[src/hw/timer_pkg.sv]
// Shared offsets, field positions and reset values of one timer channel
package timer_pkg;

  // Register offsets on the plain register port
  localparam logic [3:0] OFS_CONTROL = 4'h0;
  localparam logic [3:0] OFS_IO_FUNC = 4'h1;
  localparam logic [3:0] OFS_IRQ_EN = 4'h2;
  localparam logic [3:0] OFS_FLAGS = 4'h3;
  localparam logic [3:0] OFS_COUNT = 4'h4;
  localparam logic [3:0] OFS_GR_FIRST = 4'h5;
  localparam logic [3:0] OFS_GR_SECOND = 4'h6;
  localparam logic [3:0] OFS_MODE = 4'h7;

  // Flag and enable bit positions
  localparam int OVERFLOW_BIT = 2;
  localparam int SECOND_MATCH_BIT = 1;
  localparam int FIRST_MATCH_BIT = 0;
  localparam logic [7:0] FLAG_RESERVED_ONES = 8'hF8;

  // Control register layout
  localparam int CLEAR_LSB = 5;
  localparam int CLOCK_SEL_LSB = 0;
  localparam logic [7:0] CONTROL_RESERVED_ONES = 8'h98;

  // I/O function register layout
  localparam int IO_SECOND_LSB = 4;
  localparam int IO_FIRST_LSB = 0;
  localparam logic [7:0] IO_RESERVED_ONES = 8'h88;

  // Mode register layout
  localparam int START_BIT = 0;
  localparam int PWM_BIT = 1;

  // Reset values
  localparam logic [2:0] FUNC_RESET = 3'h0;
  localparam logic [2:0] CLOCK_SEL_RESET = 3'h0;
  localparam logic [2:0] IRQ_EN_RESET = 3'h0;
  localparam logic [2:0] FLAGS_RESET = 3'h0;
  localparam logic [15:0] COUNT_RESET = 16'h0000;
  localparam logic [15:0] GR_RESET = 16'hFFFF;

  // General register functions
  localparam logic [2:0] IO_COMPARE_QUIET = 3'h0;
  localparam logic [2:0] IO_DRIVE_LOW = 3'h1;
  localparam logic [2:0] IO_DRIVE_HIGH = 3'h2;
  localparam logic [2:0] IO_TOGGLE = 3'h3;
  localparam logic [2:0] IO_CAPTURE_RISE = 3'h4;
  localparam logic [2:0] IO_CAPTURE_FALL = 3'h5;
  localparam logic [2:0] IO_CAPTURE_BOTH = 3'h6;

  // Counter clear sources, in field code order 00..11
  typedef enum logic [1:0] {CLR_FREE, CLR_FIRST, CLR_SECOND, CLR_SYNC} clear_src_t;

endpackage

[src/hw/timer_prescaler.sv]
// Count-enable source: bus clock divider and external clock edges
`timescale 1ns/100ps
module timer_prescaler (
  // Clock and reset
  input wire logic sys_clk,
  input wire logic rst_n,
  // Selection
  input wire logic [2:0] clock_select_field,
  input wire logic [3:0] ext_clk,
  // Enable pulse
  output logic tick
);

  logic [5:0] div_reg;
  logic [3:0] ext_reg;
  logic tick_next;

  always_ff @(posedge sys_clk or negedge rst_n)
  begin
    if (!rst_n)
      div_reg <= 6'h00;
    else
      div_reg <= div_reg + 6'h01;
  end

  always_ff @(posedge sys_clk or negedge rst_n)
  begin
    if (!rst_n)
      ext_reg <= 4'h0;
    else
      ext_reg <= ext_clk;
  end

  // External clocks count on their rising edge
  always_comb
  begin
    unique case (clock_select_field)
      3'h0: tick_next = div_reg[0];
      3'h1: tick_next = &div_reg[1:0];
      3'h2: tick_next = &div_reg[3:0];
      3'h3: tick_next = &div_reg;
      default: tick_next = ext_clk[clock_select_field[1:0]] & ~ext_reg[clock_select_field[1:0]];
    endcase
  end

  always_ff @(posedge sys_clk or negedge rst_n)
  begin
    if (!rst_n)
      tick <= 1'b0;
    else
      tick <= tick_next;
  end

endmodule

[src/hw/timer_compare_unit.sv]
// One general register with its compare match and input capture logic
`timescale 1ns/100ps
module timer_compare_unit #(
  parameter int W = 16
) (
  // Clock and reset
  input wire logic sys_clk,
  input wire logic rst_n,
  // Software side
  input wire logic [2:0] func,
  input wire logic wr_en,
  input wire logic [W-1:0] wr_data,
  output logic [W-1:0] gr_value,
  // Counter side
  input wire logic [W-1:0] count,
  input wire logic tick,
  output logic event_pulse,
  // Pin
  input wire logic pin_in,
  output logic pin_out,
  output logic pin_oe
);

  logic pin_reg;
  logic is_compare;
  logic match;
  logic capture;

  assign is_compare = (func <= timer_pkg::IO_TOGGLE);
  assign match = is_compare & tick & (count == gr_value);

  always_comb
  begin
    unique case (func)
      timer_pkg::IO_CAPTURE_RISE: capture = pin_in & ~pin_reg;
      timer_pkg::IO_CAPTURE_FALL: capture = ~pin_in & pin_reg;
      timer_pkg::IO_CAPTURE_BOTH: capture = pin_in ^ pin_reg;
      default: capture = 1'b0;
    endcase
  end

  assign event_pulse = match | capture;
  assign pin_oe = is_compare & (func != timer_pkg::IO_COMPARE_QUIET);

  always_ff @(posedge sys_clk or negedge rst_n)
  begin
    if (!rst_n)
      pin_reg <= 1'b0;
    else
      pin_reg <= pin_in;
  end

  // Capture beats a software write in the same cycle
  always_ff @(posedge sys_clk or negedge rst_n)
  begin
    if (!rst_n)
      gr_value <= timer_pkg::GR_RESET;
    else if (capture)
      gr_value <= count;
    else if (wr_en)
      gr_value <= wr_data;
  end

  always_ff @(posedge sys_clk or negedge rst_n)
  begin
    if (!rst_n)
      pin_out <= 1'b0;
    else if (match)
    begin
      unique case (func)
        timer_pkg::IO_DRIVE_LOW: pin_out <= 1'b0;
        timer_pkg::IO_DRIVE_HIGH: pin_out <= 1'b1;
        timer_pkg::IO_TOGGLE: pin_out <= ~pin_out;
        default: pin_out <= pin_out;
      endcase
    end
  end

endmodule

[src/hw/timer_channel.sv]
// One 16-bit timer channel: counter, two general registers, flags, enables
// Functional notes
// - Channel owns an 8-bit read/write interrupt enable register gating its requests.
// - Enable bit 2 overflow, bit 1 second match, bit 0 first match; reset 0.
// - Request is raised while a flag is set and its enable is 1.
// - Flag bit 2 sets on counter overflow; reads 0 after reset.
// - Flag bit 1 sets on second register match or capture; resets 0.
// - Flag bit 0 sets on first register match or capture; resets 0.
// - Flag register is 8 bits, readable, 1 in set condition, 0 otherwise.
// - Counter is a 16-bit up-counter, readable and writable at any time.
// - Counter advances on the clock source chosen in its control register.
// - Clear source set to a register match or capture zeroes a started counter then.
// - Two 16-bit read/write general registers per channel.
// - Each general register is compare or capture as its function field says.
// - PWM with period from first register gives true 0% and 100% duty.
// - Clear field: 00 free, 01 first, 10 second, 11 synchronized clear.
// - Clock field: bus clock /2,/4,/16,/64, then external clocks 1 to 4.
// - Function field: quiet, drive 0, drive 1, toggle, capture rise, fall, both.
//
// The address-and-strobe port and the register addresses were decided locally.
`timescale 1ns/100ps
module timer_channel #(
  parameter int W = 16
) (
  // Clock and reset
  input wire logic sys_clk,
  input wire logic rst_n,
  // Register port
  input wire logic [3:0] reg_addr,
  input wire logic [15:0] reg_wdata,
  input wire logic reg_wr,
  input wire logic reg_rd,
  output logic [15:0] reg_rdata,
  // External count clocks
  input wire logic [3:0] ext_clk,
  // Synchronized clearing with other channels
  input wire logic sync_clear_in,
  output logic clear_event_out,
  // First register pin
  input wire logic pin_a_line_in,
  output logic pin_a_line_out,
  output logic pin_a_line_oe,
  // Second register pin
  input wire logic pin_b_line_in,
  output logic pin_b_line_out,
  output logic pin_b_line_oe,
  // Interrupt requests
  output logic irq_overflow,
  output logic irq_second_match,
  output logic irq_first_match
);

  // Software-visible state
  timer_pkg::clear_src_t clear_source_field;
  logic [2:0] clock_select_field;
  logic [2:0] first_func_reg;
  logic [2:0] second_func_reg;
  logic [2:0] irq_enable_reg;
  logic [2:0] event_flag_reg;
  logic [2:0] event_flag_next;
  logic [W-1:0] channel_counter;
  logic [W-1:0] channel_counter_next;
  logic start_bit;
  logic pwm_mode;
  logic pwm_level_reg;

  // Internal strobes
  logic wr_control;
  logic wr_io;
  logic wr_irq_en;
  logic wr_flags;
  logic wr_count;
  logic wr_first;
  logic wr_second;
  logic wr_mode;
  logic tick;
  logic count_tick;
  logic first_event;
  logic second_event;
  logic clear_now;
  logic overflow;
  logic [2:0] flag_set;
  logic [2:0] flag_clr;
  logic [W-1:0] first_value;
  logic [W-1:0] second_value;
  logic first_pin_out;
  logic first_pin_oe;
  logic [15:0] read_mux;

  // Address decode
  assign wr_control = reg_wr & (reg_addr == timer_pkg::OFS_CONTROL);
  assign wr_io = reg_wr & (reg_addr == timer_pkg::OFS_IO_FUNC);
  assign wr_irq_en = reg_wr & (reg_addr == timer_pkg::OFS_IRQ_EN);
  assign wr_flags = reg_wr & (reg_addr == timer_pkg::OFS_FLAGS);
  assign wr_count = reg_wr & (reg_addr == timer_pkg::OFS_COUNT);
  assign wr_first = reg_wr & (reg_addr == timer_pkg::OFS_GR_FIRST);
  assign wr_second = reg_wr & (reg_addr == timer_pkg::OFS_GR_SECOND);
  assign wr_mode = reg_wr & (reg_addr == timer_pkg::OFS_MODE);

  // Count enable source
  timer_prescaler u_prescaler (
    .sys_clk(sys_clk),
    .rst_n(rst_n),
    .clock_select_field(clock_select_field),
    .ext_clk(ext_clk),
    .tick(tick)
  );

  // Stopped counter sees no ticks, so no compare match either
  assign count_tick = tick & start_bit;

  // General registers
  timer_compare_unit #(
    .W(W)
  ) u_first (
    .sys_clk(sys_clk),
    .rst_n(rst_n),
    .func(first_func_reg),
    .wr_en(wr_first),
    .wr_data(reg_wdata[W-1:0]),
    .gr_value(first_value),
    .count(channel_counter),
    .tick(count_tick),
    .event_pulse(first_event),
    .pin_in(pin_a_line_in),
    .pin_out(first_pin_out),
    .pin_oe(first_pin_oe)
  );

  timer_compare_unit #(
    .W(W)
  ) u_second (
    .sys_clk(sys_clk),
    .rst_n(rst_n),
    .func(second_func_reg),
    .wr_en(wr_second),
    .wr_data(reg_wdata[W-1:0]),
    .gr_value(second_value),
    .count(channel_counter),
    .tick(count_tick),
    .event_pulse(second_event),
    .pin_in(pin_b_line_in),
    .pin_out(pin_b_line_out),
    .pin_oe(pin_b_line_oe)
  );

  // Clear source selection
  always_comb
  begin
    unique case (clear_source_field)
      timer_pkg::CLR_FREE: clear_now = 1'b0;
      timer_pkg::CLR_FIRST: clear_now = first_event;
      timer_pkg::CLR_SECOND: clear_now = second_event;
      timer_pkg::CLR_SYNC: clear_now = sync_clear_in;
    endcase
  end

  assign clear_event_out = clear_now & start_bit;

  // Wrap from all ones, unless the same tick clears the counter
  assign overflow = count_tick & (&channel_counter) & ~clear_now;

  // Software write wins over clear, clear over counting
  always_comb
  begin
    channel_counter_next = channel_counter;
    if (wr_count)
      channel_counter_next = reg_wdata[W-1:0];
    else if (clear_now & start_bit)
      channel_counter_next = '0;
    else if (count_tick)
      channel_counter_next = channel_counter + 1'b1;
  end

  always_ff @(posedge sys_clk or negedge rst_n)
  begin
    if (!rst_n)
      channel_counter <= timer_pkg::COUNT_RESET;
    else
      channel_counter <= channel_counter_next;
  end

  // Flag update: a new event beats a clearing write
  assign flag_set[timer_pkg::OVERFLOW_BIT] = overflow;
  assign flag_set[timer_pkg::SECOND_MATCH_BIT] = second_event;
  assign flag_set[timer_pkg::FIRST_MATCH_BIT] = first_event;
  assign flag_clr = wr_flags ? ~reg_wdata[2:0] : 3'h0;
  assign event_flag_next = (event_flag_reg & ~flag_clr) | flag_set;

  always_ff @(posedge sys_clk or negedge rst_n)
  begin
    if (!rst_n)
      event_flag_reg <= timer_pkg::FLAGS_RESET;
    else
      event_flag_reg <= event_flag_next;
  end

  // Interrupt enable register
  always_ff @(posedge sys_clk or negedge rst_n)
  begin
    if (!rst_n)
      irq_enable_reg <= timer_pkg::IRQ_EN_RESET;
    else if (wr_irq_en)
      irq_enable_reg <= reg_wdata[2:0];
  end

  // Requests gated by enables
  assign irq_overflow = event_flag_reg[timer_pkg::OVERFLOW_BIT] &
    irq_enable_reg[timer_pkg::OVERFLOW_BIT];
  assign irq_second_match = event_flag_reg[timer_pkg::SECOND_MATCH_BIT] &
    irq_enable_reg[timer_pkg::SECOND_MATCH_BIT];
  assign irq_first_match = event_flag_reg[timer_pkg::FIRST_MATCH_BIT] &
    irq_enable_reg[timer_pkg::FIRST_MATCH_BIT];

  // Control register
  always_ff @(posedge sys_clk or negedge rst_n)
  begin
    if (!rst_n)
    begin
      clear_source_field <= timer_pkg::CLR_FREE;
      clock_select_field <= timer_pkg::CLOCK_SEL_RESET;
    end
    else if (wr_control)
    begin
      clear_source_field <= timer_pkg::clear_src_t'(reg_wdata[timer_pkg::CLEAR_LSB +: 2]);
      clock_select_field <= reg_wdata[timer_pkg::CLOCK_SEL_LSB +: 3];
    end
  end

  // I/O function register
  always_ff @(posedge sys_clk or negedge rst_n)
  begin
    if (!rst_n)
    begin
      first_func_reg <= timer_pkg::FUNC_RESET;
      second_func_reg <= timer_pkg::FUNC_RESET;
    end
    else if (wr_io)
    begin
      first_func_reg <= reg_wdata[timer_pkg::IO_FIRST_LSB +: 3];
      second_func_reg <= reg_wdata[timer_pkg::IO_SECOND_LSB +: 3];
    end
  end

  // Start and PWM mode bits
  always_ff @(posedge sys_clk or negedge rst_n)
  begin
    if (!rst_n)
    begin
      start_bit <= 1'b0;
      pwm_mode <= 1'b0;
    end
    else if (wr_mode)
    begin
      start_bit <= reg_wdata[timer_pkg::START_BIT];
      pwm_mode <= reg_wdata[timer_pkg::PWM_BIT];
    end
  end

  // PWM level: high while count below second register.
  // Zero there gives 0%, above the period gives 100%.
  always_ff @(posedge sys_clk or negedge rst_n)
  begin
    if (!rst_n)
      pwm_level_reg <= 1'b0;
    else
      pwm_level_reg <= (channel_counter_next < second_value);
  end

  assign pin_a_line_out = pwm_mode ? pwm_level_reg : first_pin_out;
  assign pin_a_line_oe = pwm_mode | first_pin_oe;

  // Read multiplexer
  always_comb
  begin
    read_mux = 16'h0000;
    unique case (reg_addr)
      timer_pkg::OFS_CONTROL:
        read_mux[7:0] = timer_pkg::CONTROL_RESERVED_ONES |
          {1'b0, clear_source_field, 2'b00, clock_select_field};
      timer_pkg::OFS_IO_FUNC:
        read_mux[7:0] = timer_pkg::IO_RESERVED_ONES |
          {1'b0, second_func_reg, 1'b0, first_func_reg};
      timer_pkg::OFS_IRQ_EN:
        read_mux[7:0] = timer_pkg::FLAG_RESERVED_ONES | {5'h00, irq_enable_reg};
      timer_pkg::OFS_FLAGS:
        read_mux[7:0] = timer_pkg::FLAG_RESERVED_ONES | {5'h00, event_flag_reg};
      timer_pkg::OFS_COUNT:
        read_mux = channel_counter;
      timer_pkg::OFS_GR_FIRST:
        read_mux = first_value;
      timer_pkg::OFS_GR_SECOND:
        read_mux = second_value;
      timer_pkg::OFS_MODE:
        read_mux[1:0] = {pwm_mode, start_bit};
      default:
        read_mux = 16'h0000;
    endcase
  end

  // Read data stands only in the cycle after the strobe
  always_ff @(posedge sys_clk or negedge rst_n)
  begin
    if (!rst_n)
      reg_rdata <= 16'h0000;
    else if (reg_rd)
      reg_rdata <= read_mux;
    else
      reg_rdata <= 16'h0000;
  end

endmodule

[config.mk]
export PLATFORM = sky130hd
export DESIGN_NAME = timer_channel
export DESIGN_NICKNAME = d
export VERILOG_FILES = /design/src/hw/timer_pkg.sv /design/src/hw/timer_prescaler.sv /design/src/hw/timer_compare_unit.sv /design/src/hw/timer_channel.sv
export SDC_FILE = /design/constraint.sdc
export NUM_CORES = 1
export LEC_CHECK = 0
export BUFFER_PORTS_ARGS = -buffer_cell sky130_fd_sc_hd__buf_2
export CELL_PAD_IN_SITES_DETAIL_PLACEMENT = 1
export CELL_PAD_IN_SITES_GLOBAL_PLACEMENT = 1
export CORE_MARGIN = 5
export CORE_UTILIZATION = 51
export DETAILED_ROUTE_END_ITERATION = 10
export PLACE_DENSITY = 0.86
export SETUP_SLACK_MARGIN = 0.15
export SKIP_LAST_GASP = 1
export SYNTH_ARGS = -nofsm -noshare
export SYNTH_HDL_FRONTEND = slang
export SYNTH_HIERARCHICAL = 1
export SYNTH_SLANG_ARGS = --single-unit
[constraint.sdc]
create_clock -name sys_clk -period 10.68 [get_ports sys_clk]
set_input_delay 2.136 -clock sys_clk [delete_from_list [all_inputs] [get_ports sys_clk]]
set_output_delay 2.136 -clock sys_clk [all_outputs]
set_load 0.02 [all_outputs]
==> results of run 1 <==
power by group:
| part | internal, mW | switching [mW] |
|---|---|---|
| Sequential | 0.517 | 0.139 |
| Clock | 0.193 | 0.145 |
| Combinational | 0.261 | 0.286 |
| Total | 0.971 | 0.569 |
stage by stage:
| step | hold WS, ns | setup WS, ns |
|---|---|---|
| 6_report | 0.479 | 3.91 |
| 5_1_grt | 0.483 | 3.77 |
| 4_1_cts | 0.481 | 3.95 |
| 3_5_place_dp | 0.467 | 3.98 |
| 3_3_place_gp | 0.462 | 4.12 |
| 2_1_floorplan | 0.435 | 4.80 |
worst paths after layout:
path | end | slack (ns) | cells after the start
min in group asynchronous | u_prescaler/div_reg[4] | 1.78 | 1
worst min register to register | u_prescaler/div_reg[5] | 0.48 | 1
max in group asynchronous | u_second/pin_reg | 7.77 | 2
worst min-delay path | u_prescaler/div_reg[5] | 0.48 | 1
worst max-delay path | clear_event_out | 3.91 | 11
worst max register to register | pwm_level_reg | 6.19 | 17
Yosys cell counts, drive strengths merged, types with 5 or more instances:
cell	number
mux2	76
dfrtp	67
nor2	40
nand2	39
inv	35
dfstp	32
mux2i	28
a21oi	24
xnor2	24
ha	21
xor2	21
o21ai	17
buf	14
nand3	14
nand4	12
nor3	11
o31ai	8
clkbuf	6
and3	5
nand3b	5
routing by layer:
| layer | wire (um) | track usage | share of wire |
|---|---|---|---|
| met1 | 7010 | 0.338 | 0.40 |
| met2 | 8830 | 0.458 | 0.51 |
| met3 | 1110 | 0.0488 | 0.064 |
| met4 | 438 | 0.120 | 0.025 |
| met5 | 0 | 0 | 0 |
cell type report:
type | count | share of cell area
clock buffers | 13 | 0.0399
repair buffers | 58 | 0.0464
flip-flops and latches | 99 | 0.386
clock inverters | 2 | 0.00537
multi-input cells | 400 | 0.475
inverters | 35 | 0.0201
well taps | 143 | 0.0274
placed cells by master (no fill, tap or decap), drive strengths merged, types with 5 or more instances in the layout:
cell,netlist,layout
o21ai,17,17
nand4,12,12
xor2,21,21
o31ai,8,8
nand2,39,39
buf,14,58
and3,5,5
ha,21,21
inv,35,35
mux2,76,76
xnor2,24,24
nor2,40,40
clkbuf,6,13
mux2i,28,28
dfstp,32,32
nor3,11,11
a21oi,24,24
dfrtp,67,67
nand3b,5,5
nand3,14,14
worst max-delay path, stage by stage:
cell and delay (ns):
buf_2 0.10, inv_1 0.04, ha_1 0.27, inv_1 0.05, mux2i_1 0.06, o21ai_0 0.18
nand2_1 0.58, nand2_1 0.27, mux2i_1 0.17, a211oi_4 0.50, buf_2 0.26
logic make-up after synthesis:
| logic type | count (synthesis) | synth area share |
|---|---|---|
| compound gates | 78 | 0.0867 |
| xor+xnor | 45 | 0.0676 |
| simple gates | 150 | 0.128 |
| buf+inv | 55 | 0.0382 |
| fa+ha+maj | 21 | 0.0451 |
| flops | 99 | 0.432 |
| mux | 106 | 0.203 |
==> out/qor.csv, run 1 <==
stage,metric,value,unit
global_route,grt_pass1_wl,27.7,mm
power_and_ir_drop,cellPowerDensity,236,mW/mm^2
clocking,cts_buffers,9,
final_layout,drive_above_1_share,0.305,
final_layout,final_core_util,0.576,
synth,post_synth.cell_area_avg,10.5,um^2
final_layout,final_area,0.00653,mm^2
clocking,cts_sinks,99,
timing,min_period,6.77,ns
placement,gp_routability_congestion,0.890,
timing,fin_worst_skew,0.00675,ns
timing,finalSetupTns,0,ns
timing,rsz0062_at_grt,false,
hold_path,min_path_type,reg -> reg,
clocking,h-tree-depth,3,
power_and_ir_drop,ir_drop,0.000117,V
synth,syn_area,0.00583,mm^2
final_layout,multi_input_area,0.00310,mm^2
synth,ys_seq_area_frac,0.432,
clocking,post_cts_buffers,0,
routing,avgRoutedWirePerCell,23.2,um
timing,setup_viol_count_final,0,
final_layout,antenna_cells,0,
critical_path,cp_max_fo,17,
synth,ys_seq_elements,99,
final_layout,area_growth,12.0,%
global_route,grt_max_degree,54,
synth,syn_inst,554,
power_and_ir_drop,power,1.54,mW
floorplan,row_count,39,
placement,dp.cells,735,
floorplan,start_util,0.515,
routing,dr.pass1.iters,4,
status,status,"complete, no violations",
synth,synth_flop_cell,dfrtp_1,
clocking,cts_max_path_buffers,2,
global_route,grtUsageTotal,0.271,
clocking,clk-insertion-delay-late,0.36,ns
clocking,clk_root_buffer_cell,clkbuf_16,
placement,hpwl,12.2,mm
routing,via_count,4607,
timing,max-slew-margin-rel,0.264,
critical_path,cp-end-kind,primary output,
clocking,cts_tree,yes,
clocking,cts.clk_slew.worst_paths,0.07,ns
placement,io_buffers,54,
synth,synth_area_leaders,"dfrtp_1, dfstp_2, mux2_2",
synth,synth_area_leader_cell,dfrtp_1,
synth,syn_nets,606,
critical_path,cp.required,8.54,ns
timing,hold_viol_final,0,
floorplan,core,0.0113,mm^2
synth,synth_top_area_frac,0.288,
routing,drtAntennaViolNets,0,
floorplan,die_h,117,um
critical_path,worstPathArrival,4.64,ns
final_layout,layout.nets,655,
hold_path,min_from,u_prescaler/div_reg[5],
timing,slew_viol_final,0,
timing,max_freq,148,MHz
floorplan,die_w,117,um
routing,drtIter0Drc,264,
synth,synth.distinct_cells,52,
final_layout,layout.cells.non_filler,750,
routing,wirelength,17.4,mm
global_route,antenna_found_initial,0,
critical_path,crit_type,in -> out,
global_route,grt_pass1_vias,5121,
timing,worst_pin_slew,1.10,ns
clocking,cts_resized,0,
final_layout,regArea,0.00252,mm^2
synth,synth_enable_flop_cells,0,
floorplan,die_area,0.0137,mm^2
global_route,grt_overflow_total,0,
floorplan,io_pins,55,
critical_path,r2r-start,start_bit,
critical_path,cp-start-kind,primary input,
routing,via_per_inst,6.14,
placement,place_area,0.00623,mm^2
power_and_ir_drop,leakagePower,2.92,nW
routing,drc,0,
final_layout,nFillCells,1253,
synth,synth-warning-count,6,
critical_path,crit_path_start,pin_a_line_in,
synth,async_reset_ff_frac,1.00,
run,cap_violations,0,
clocking,cts_hold_buffers,0,
timing,finalCritPeriodShare,0.634,
Power figures use the tool's default switching activity.
==> run 2, diff against run 1 <==
ABC_AREA = 1   (was not set)
CORE_UTILIZATION = 40   (was 51)
PLACE_DENSITY = 0.76   (was 0.86)
clock period = 5.51 ns   (was 10.68 ns; I/O delays follow)
==> out/qor.csv, run 2 <==
stage,metric,value,unit
timing,fin_worst_skew,0.00869,ns
final_layout,final_cell_mix,"nand2_1, inv_1, dfrtp_1",
timing,finalSetupTns,0,ns
synth,syn_inst,828,
clocking,cts_sinks,99,
final_layout,drive_above_1_share,0.181,
hold_path,worstHoldPathCells,1,
floorplan,row_count,46,
routing,drtIter0Drc,435,
floorplan,die_area,0.0185,mm^2
synth,synth_area_leaders,"dfrtp_1, nand2_1, dfstp_2",
clocking,clk-insertion-delay-late,0.36,ns
critical_path,cp_max_fo,34,
critical_path,cp-end-kind,primary output,
synth,synth_area_leader_cell,dfrtp_1,
routing,via_per_inst,5.18,
clocking,h-tree-depth,3,
routing,drtAntennaViolNets,0,
critical_path,rr_worst_depth,17,
status,status,"complete, no violations",
critical_path,cpLargestDelayFamily,compound AO/OA/AOI/OAI gates,
timing,max-slew-margin-rel,0.212,
final_layout,area_growth,11.7,%
synth,syn_nets,880,
routing,wirelength,19.5,mm
power_and_ir_drop,ir_drop,0.000172,V
run,cap_violations,0,
floorplan,start_util,0.405,
synth,async_reset_ff_frac,1.00,
synth,synth_commonest_cells,"nand2_1, inv_1, dfrtp_1",
global_route,grt_pass1_wl,31.9,mm
placement,io_buffers,54,
floorplan,die_w,136,um
synth,synth_flop_cell,dfrtp_1,
timing,rsz0062_at_grt,false,
clocking,cts_hold_buffers,0,
synth,syn_area,0.00636,mm^2
synth,synth-warning-count,6,
timing,max_freq,221,MHz
routing,avgRoutedWirePerCell,17.8,um
placement,hpwl,14.4,mm
placement,dp_slack,0.663,ns
final_layout,multi_input_area,0.00308,mm^2
final_layout,nFillCells,1999,
synth,synth.distinct_cells,47,
global_route,grt_overflow_total,0,
synth,post_synth.cell_area_avg,7.68,um^2
critical_path,worst_path_max_delay_cell,o21ai_4,
final_layout,antenna_cells,0,
placement,dp.cells,1083,
synth,ys_seq_area_frac,0.396,
timing,setup_viol_count_final,0,
clocking,cts_buffers,9,
final_layout,layout.nets,930,
critical_path,cp_cell_sequence,buf_2 > inv_1 > ha_1 > nor3_1 > o21ai_4 > nand2_1 > nand3_1 > nand3_1 > nand2_1 > inv_1 > buf_2,
synth,synth_enable_flop_cells,0,
global_route,grt_pass1_vias,5982,
clocking,post_cts_buffers,0,
floorplan,core,0.0157,mm^2
clocking,cts_max_path_buffers,2,
critical_path,crit_type,in -> out,
clocking,cts_tree,yes,
floorplan,die_h,136,um
timing,slew_viol_final,0,
routing,dr.pass1.iters,5,
global_route,antenna_found_initial,0,
power_and_ir_drop,leakagePower,3.56,nW
final_layout,regArea,0.00252,mm^2
floorplan,io_pins,55,
critical_path,worstPathArrival,3.43,ns
final_layout,layout_commonest_cell,nand2_1,
clocking,cts.clk_slew.worst_paths,0.08,ns
clocking,cts_resized,0,
critical_path,critPathBufInv,4,
clocking,clk_root_buffer_cell,clkbuf_16,
global_route,grtUsageTotal,0.223,
timing,worst_pin_slew,1.18,ns
final_layout,layout.cells.non_filler,1099,
synth,ys_seq_elements,99,
timing,min_period,4.53,ns
timing,hold_viol_final,0,
hold_path,min_path_type,reg -> reg,
placement,gp_routability_congestion,0.896,
critical_path,cp-start-kind,primary input,
critical_path,path_depth,11,
power_and_ir_drop,power,3.25,mW
synth,yosys.cell_count.top_type,nand2_1,
critical_path,cp.required,4.41,ns
timing,finalCritPeriodShare,0.822,
routing,via_count,5692,
synth,synth_top_area_frac,0.264,
timing,fin_ws,0.982,ns
global_route,grt_max_degree,63,
routing,drc,0,
critical_path,max_stage_delay,0.91,ns
power_and_ir_drop,cellPowerDensity,458,mW/mm^2
[run 2: changes by cell type in the layout (fill, tap and decap cells not counted), moves of 18 or more]
cell	previous run	this run
inv_1	35	169
mux2_2	74	1
mux2i_1	28	0
nand2_1	39	244
nand3_1	14	56
o21ai_0	17	35
o221ai_2	0	26
xnor2_1	24	1
[run 2: kinds of logic (layout without fill, tap and decap cells)]
group           after synthesis  count (layout)  share of synthesized area
buf+inv                     189             244                      0.119
compound gates              114             114                      0.154
fa+ha+maj                    21              21                     0.0413
flops                        99              99                      0.396
simple gates                393             393                      0.272
mux                           1               1                    0.00177
xor+xnor                     11              11                     0.0152
[run 2: where the power goes]
part	internal, mW	switching (mW)
Combinational	0.484	0.838
Clock	0.319	0.330
Sequential	1.01	0.264
[run 2: final cells by class]
cell class | instances | share of cell area
Multi-Input combinational cell | 540 | 0.434
Timing Repair Buffer | 58 | 0.0427
Clock inverter | 7 | 0.00934
Clock buffer | 9 | 0.0317
Tap cell | 216 | 0.0381
Inverter | 170 | 0.0899
Sequential cell | 99 | 0.355
[run 2: path summary, 6_finish.rpt]
check | slack, ns | start | end
max in group asynchronous | 3.61 | rst_n | u_first/gr_value[3]
hold reg to reg | 0.48 | u_prescaler/div_reg[5] | u_prescaler/div_reg[5]
hold / removal | 0.48 | u_prescaler/div_reg[5] | u_prescaler/div_reg[5]
min in group asynchronous | 0.83 | rst_n | u_second/pin_reg
setup reg to reg | 1.51 | u_second/pin_reg | pwm_level_reg
setup / recovery | 0.98 | pin_b_line_in | clear_event_out
[run 2: metrics by stage]
stage	util	instance area [um^2]	hold slack, ns
floorplan	-	6360	0.438
global placement	0.433	6810	0.464
detailed placement	0.433	6810	0.469
CTS	0.452	7100	0.481
global route	0.452	7100	0.506
finish	0.452	7100	0.478
[run 2: layer usage]
layer,track usage,share of wire
met3,0.0355,0.043
met1,0.301,0.45
met2,0.370,0.48
met4,0.0644,0.020
met5,0,0
==> run 3, diff against run 2 <==
clock period = 3.88 ns   (was 5.51 ns; I/O delays follow)
==> out/qor.csv, run 3 (same netlist as run 2, synthesis figures left out) <==
stage,metric,value,unit
critical_path,cp_max_fo,9,
timing,fin_worst_skew,0.00819,ns
final_layout,final_cell_mix,"nand2_1, inv_1, dfrtp_1",
clocking,cts_max_path_buffers,2,
final_layout,layout_commonest_cell,nand2_1,
final_layout,layout.nets,935,
global_route,antenna_found_initial,0,
power_and_ir_drop,p_clk_frac,0.210,
timing,max-slew-margin-rel,0.506,
critical_path,crit_type,reg -> out,
timing,hold_viol_final,0,
global_route,grt_overflow_total,0,
final_layout,nFillCells,1964,
critical_path,cp.required,3.10,ns
final_layout,final_core_util,0.456,
routing,via_count,5786,
placement,gp_routability_congestion,0.865,
critical_path,rr_worst_depth,23,
routing,dr_wl_met3,840,um
floorplan,start_util,0.405,
routing,wl_met1,8.79,mm
critical_path,cp-start-kind,flop,
power_and_ir_drop,leakagePower,3.60,nW
timing,slew_viol_final,0,
final_layout,multi_input_area,0.00308,mm^2
clocking,cts_hold_buffers,0,
floorplan,io_pins,55,
routing,via_per_inst,5.24,
clocking,cts_tree,yes,
final_layout,area_growth,12.8,%
power_and_ir_drop,switching_share,0.437,
placement,io_buffers,54,
critical_path,ff2ff_setup_slack,0.56,ns
clocking,clk_root_buffer_cell,clkbuf_16,
timing,min_period,3.39,ns
critical_path,r2r-start,channel_counter[8],
routing,top_layer,met4,
floorplan,die_area,0.0185,mm^2
clocking,cts_sinks,99,
timing,rsz0062_at_grt,false,
final_layout,final_area,0.00717,mm^2
routing,dr_wl_met2,9.45,mm
routing,avgRoutedWirePerCell,17.6,um
critical_path,r2r-end,pwm_level_reg,
timing,finalCritPeriodShare,0.874,
routing,drtAntennaViolNets,0,
floorplan,die_w,136,um
power_and_ir_drop,ir_drop,0.000276,V
clocking,cts_buffers,9,
routing,drc,0,
global_route,grt_pass1_vias,5944,
power_and_ir_drop,pwr-share-comb,0.402,
global_route,grt_pass1_wl,31.6,mm
hold_path,min_path_type,in -> async,
timing,setup_viol_count_final,0,
power_and_ir_drop,switchingPower,2.06,mW
run,cap_violations,0,
clocking,clk-insertion-delay-late,0.37,ns
clocking,post_cts_buffers,0,
routing,wirelength,19.4,mm
final_layout,drive_above_1_share,0.186,
floorplan,die_h,136,um
final_layout,regArea,0.00252,mm^2
critical_path,worstPathArrival,2.62,ns
floorplan,core,0.0157,mm^2
global_route,grt_max_degree,52,
timing,max_freq,295,MHz
placement,place_area,0.00686,mm^2
placement,hpwl,14.3,mm
clocking,h-tree-depth,3,
floorplan,row_count,46,
power_and_ir_drop,p_int,2.65,mW
routing,dr.pass1.iters,4,
clocking,cts.clk_slew.worst_paths,0.08,ns
routing,drtIter0Drc,295,
clocking,cts_resized,0,
global_route,grtUsageTotal,0.221,
timing,finalSetupTns,0,ns
critical_path,cp-end-kind,primary output,
power_and_ir_drop,cellPowerDensity,658,mW/mm^2
final_layout,antenna_cells,0,
status,status,"complete, no violations",
timing,worst_pin_slew,0.740,ns
power_and_ir_drop,p_seq_frac,0.387,
[run 3: changes by cell type in the layout (fill, tap and decap cells not counted)]
cell	delta
buf_12	+1
buf_4	+4
bufinv_16	+1
clkinv_4	-3
inv_6	+2
[run 3: worst max-delay path by stage]
stage                                   from              end  slack (ns)  depth (start not counted)
after floorplan                pin_a_line_in    pwm_level_reg        0.52                         19
after global placement         pin_a_line_in    pwm_level_reg        0.48                         18
after detailed placement       pin_a_line_in    pwm_level_reg        0.37                         19
after CTS                 channel_counter[8]  clear_event_out        0.45                         16
after global routing      channel_counter[8]    pwm_level_reg        0.20                         23
final                     channel_counter[8]  clear_event_out        0.49                         16
[run 3: power groups by stage]
stage | combinational [mW] | clock [mW] | sequential (mW)
after floorplan | 1.42 | 0 | 1.71
after global placement | 1.81 | 0 | 1.82
after detailed placement | 1.87 | 0 | 1.84
after CTS | 1.90 | 1.01 | 1.82
after global routing | 2.16 | 1.05 | 1.88
final | 1.90 | 0.992 | 1.83
[run 3: routing by layer]
| metal | up-vias | global-route usage |
|---|---|---|
| met4 | 0 | 0.0728 |
| met3 | 26 | 0.0333 |
| met2 | 124 | 0.365 |
| met5 | - | 0 |
| met1 | 2858 | 0.297 |
| li1 | 2778 | - |
[run 3: final cells by class]
type / count / area share
inverter: 170 / 0.0890
multi-input combinational: 540 / 0.429
clock inverter: 7 / 0.0122
clock buffer: 9 / 0.0314
sequential: 99 / 0.351
timing repair buffer: 63 / 0.0492
tap: 216 / 0.0377
[run 3: critical path, cell delays in order (launching register included)]
cell and delay, ns:
dfrtp_1 0.53, inv_1 0.12, nand2_1 0.07, nand2_1 0.07, inv_1 0.06, nand2_1 0.09
nor2_1 0.20, nand2_1 0.11, nor2_1 0.16, nand2_1 0.07, nand2_1 0.11, nand3_1 0.08
nand3_1 0.13, nand2_1 0.08, buf_4 0.16, inv_1 0.05, buf_2 0.15
[run 3: per-stage QoR]
step,hold WS (ns),power [mW],setup WS (ns),instances
2_1_floorplan,0.438,3.14,0.515,828
3_3_place_gp,0.461,3.64,0.484,1088
3_5_place_dp,0.467,3.70,0.373,1088
4_1_cts,0.479,4.73,0.452,1104
5_1_grt,0.506,5.09,0.196,1104
6_report,0.447,4.71,0.488,1104
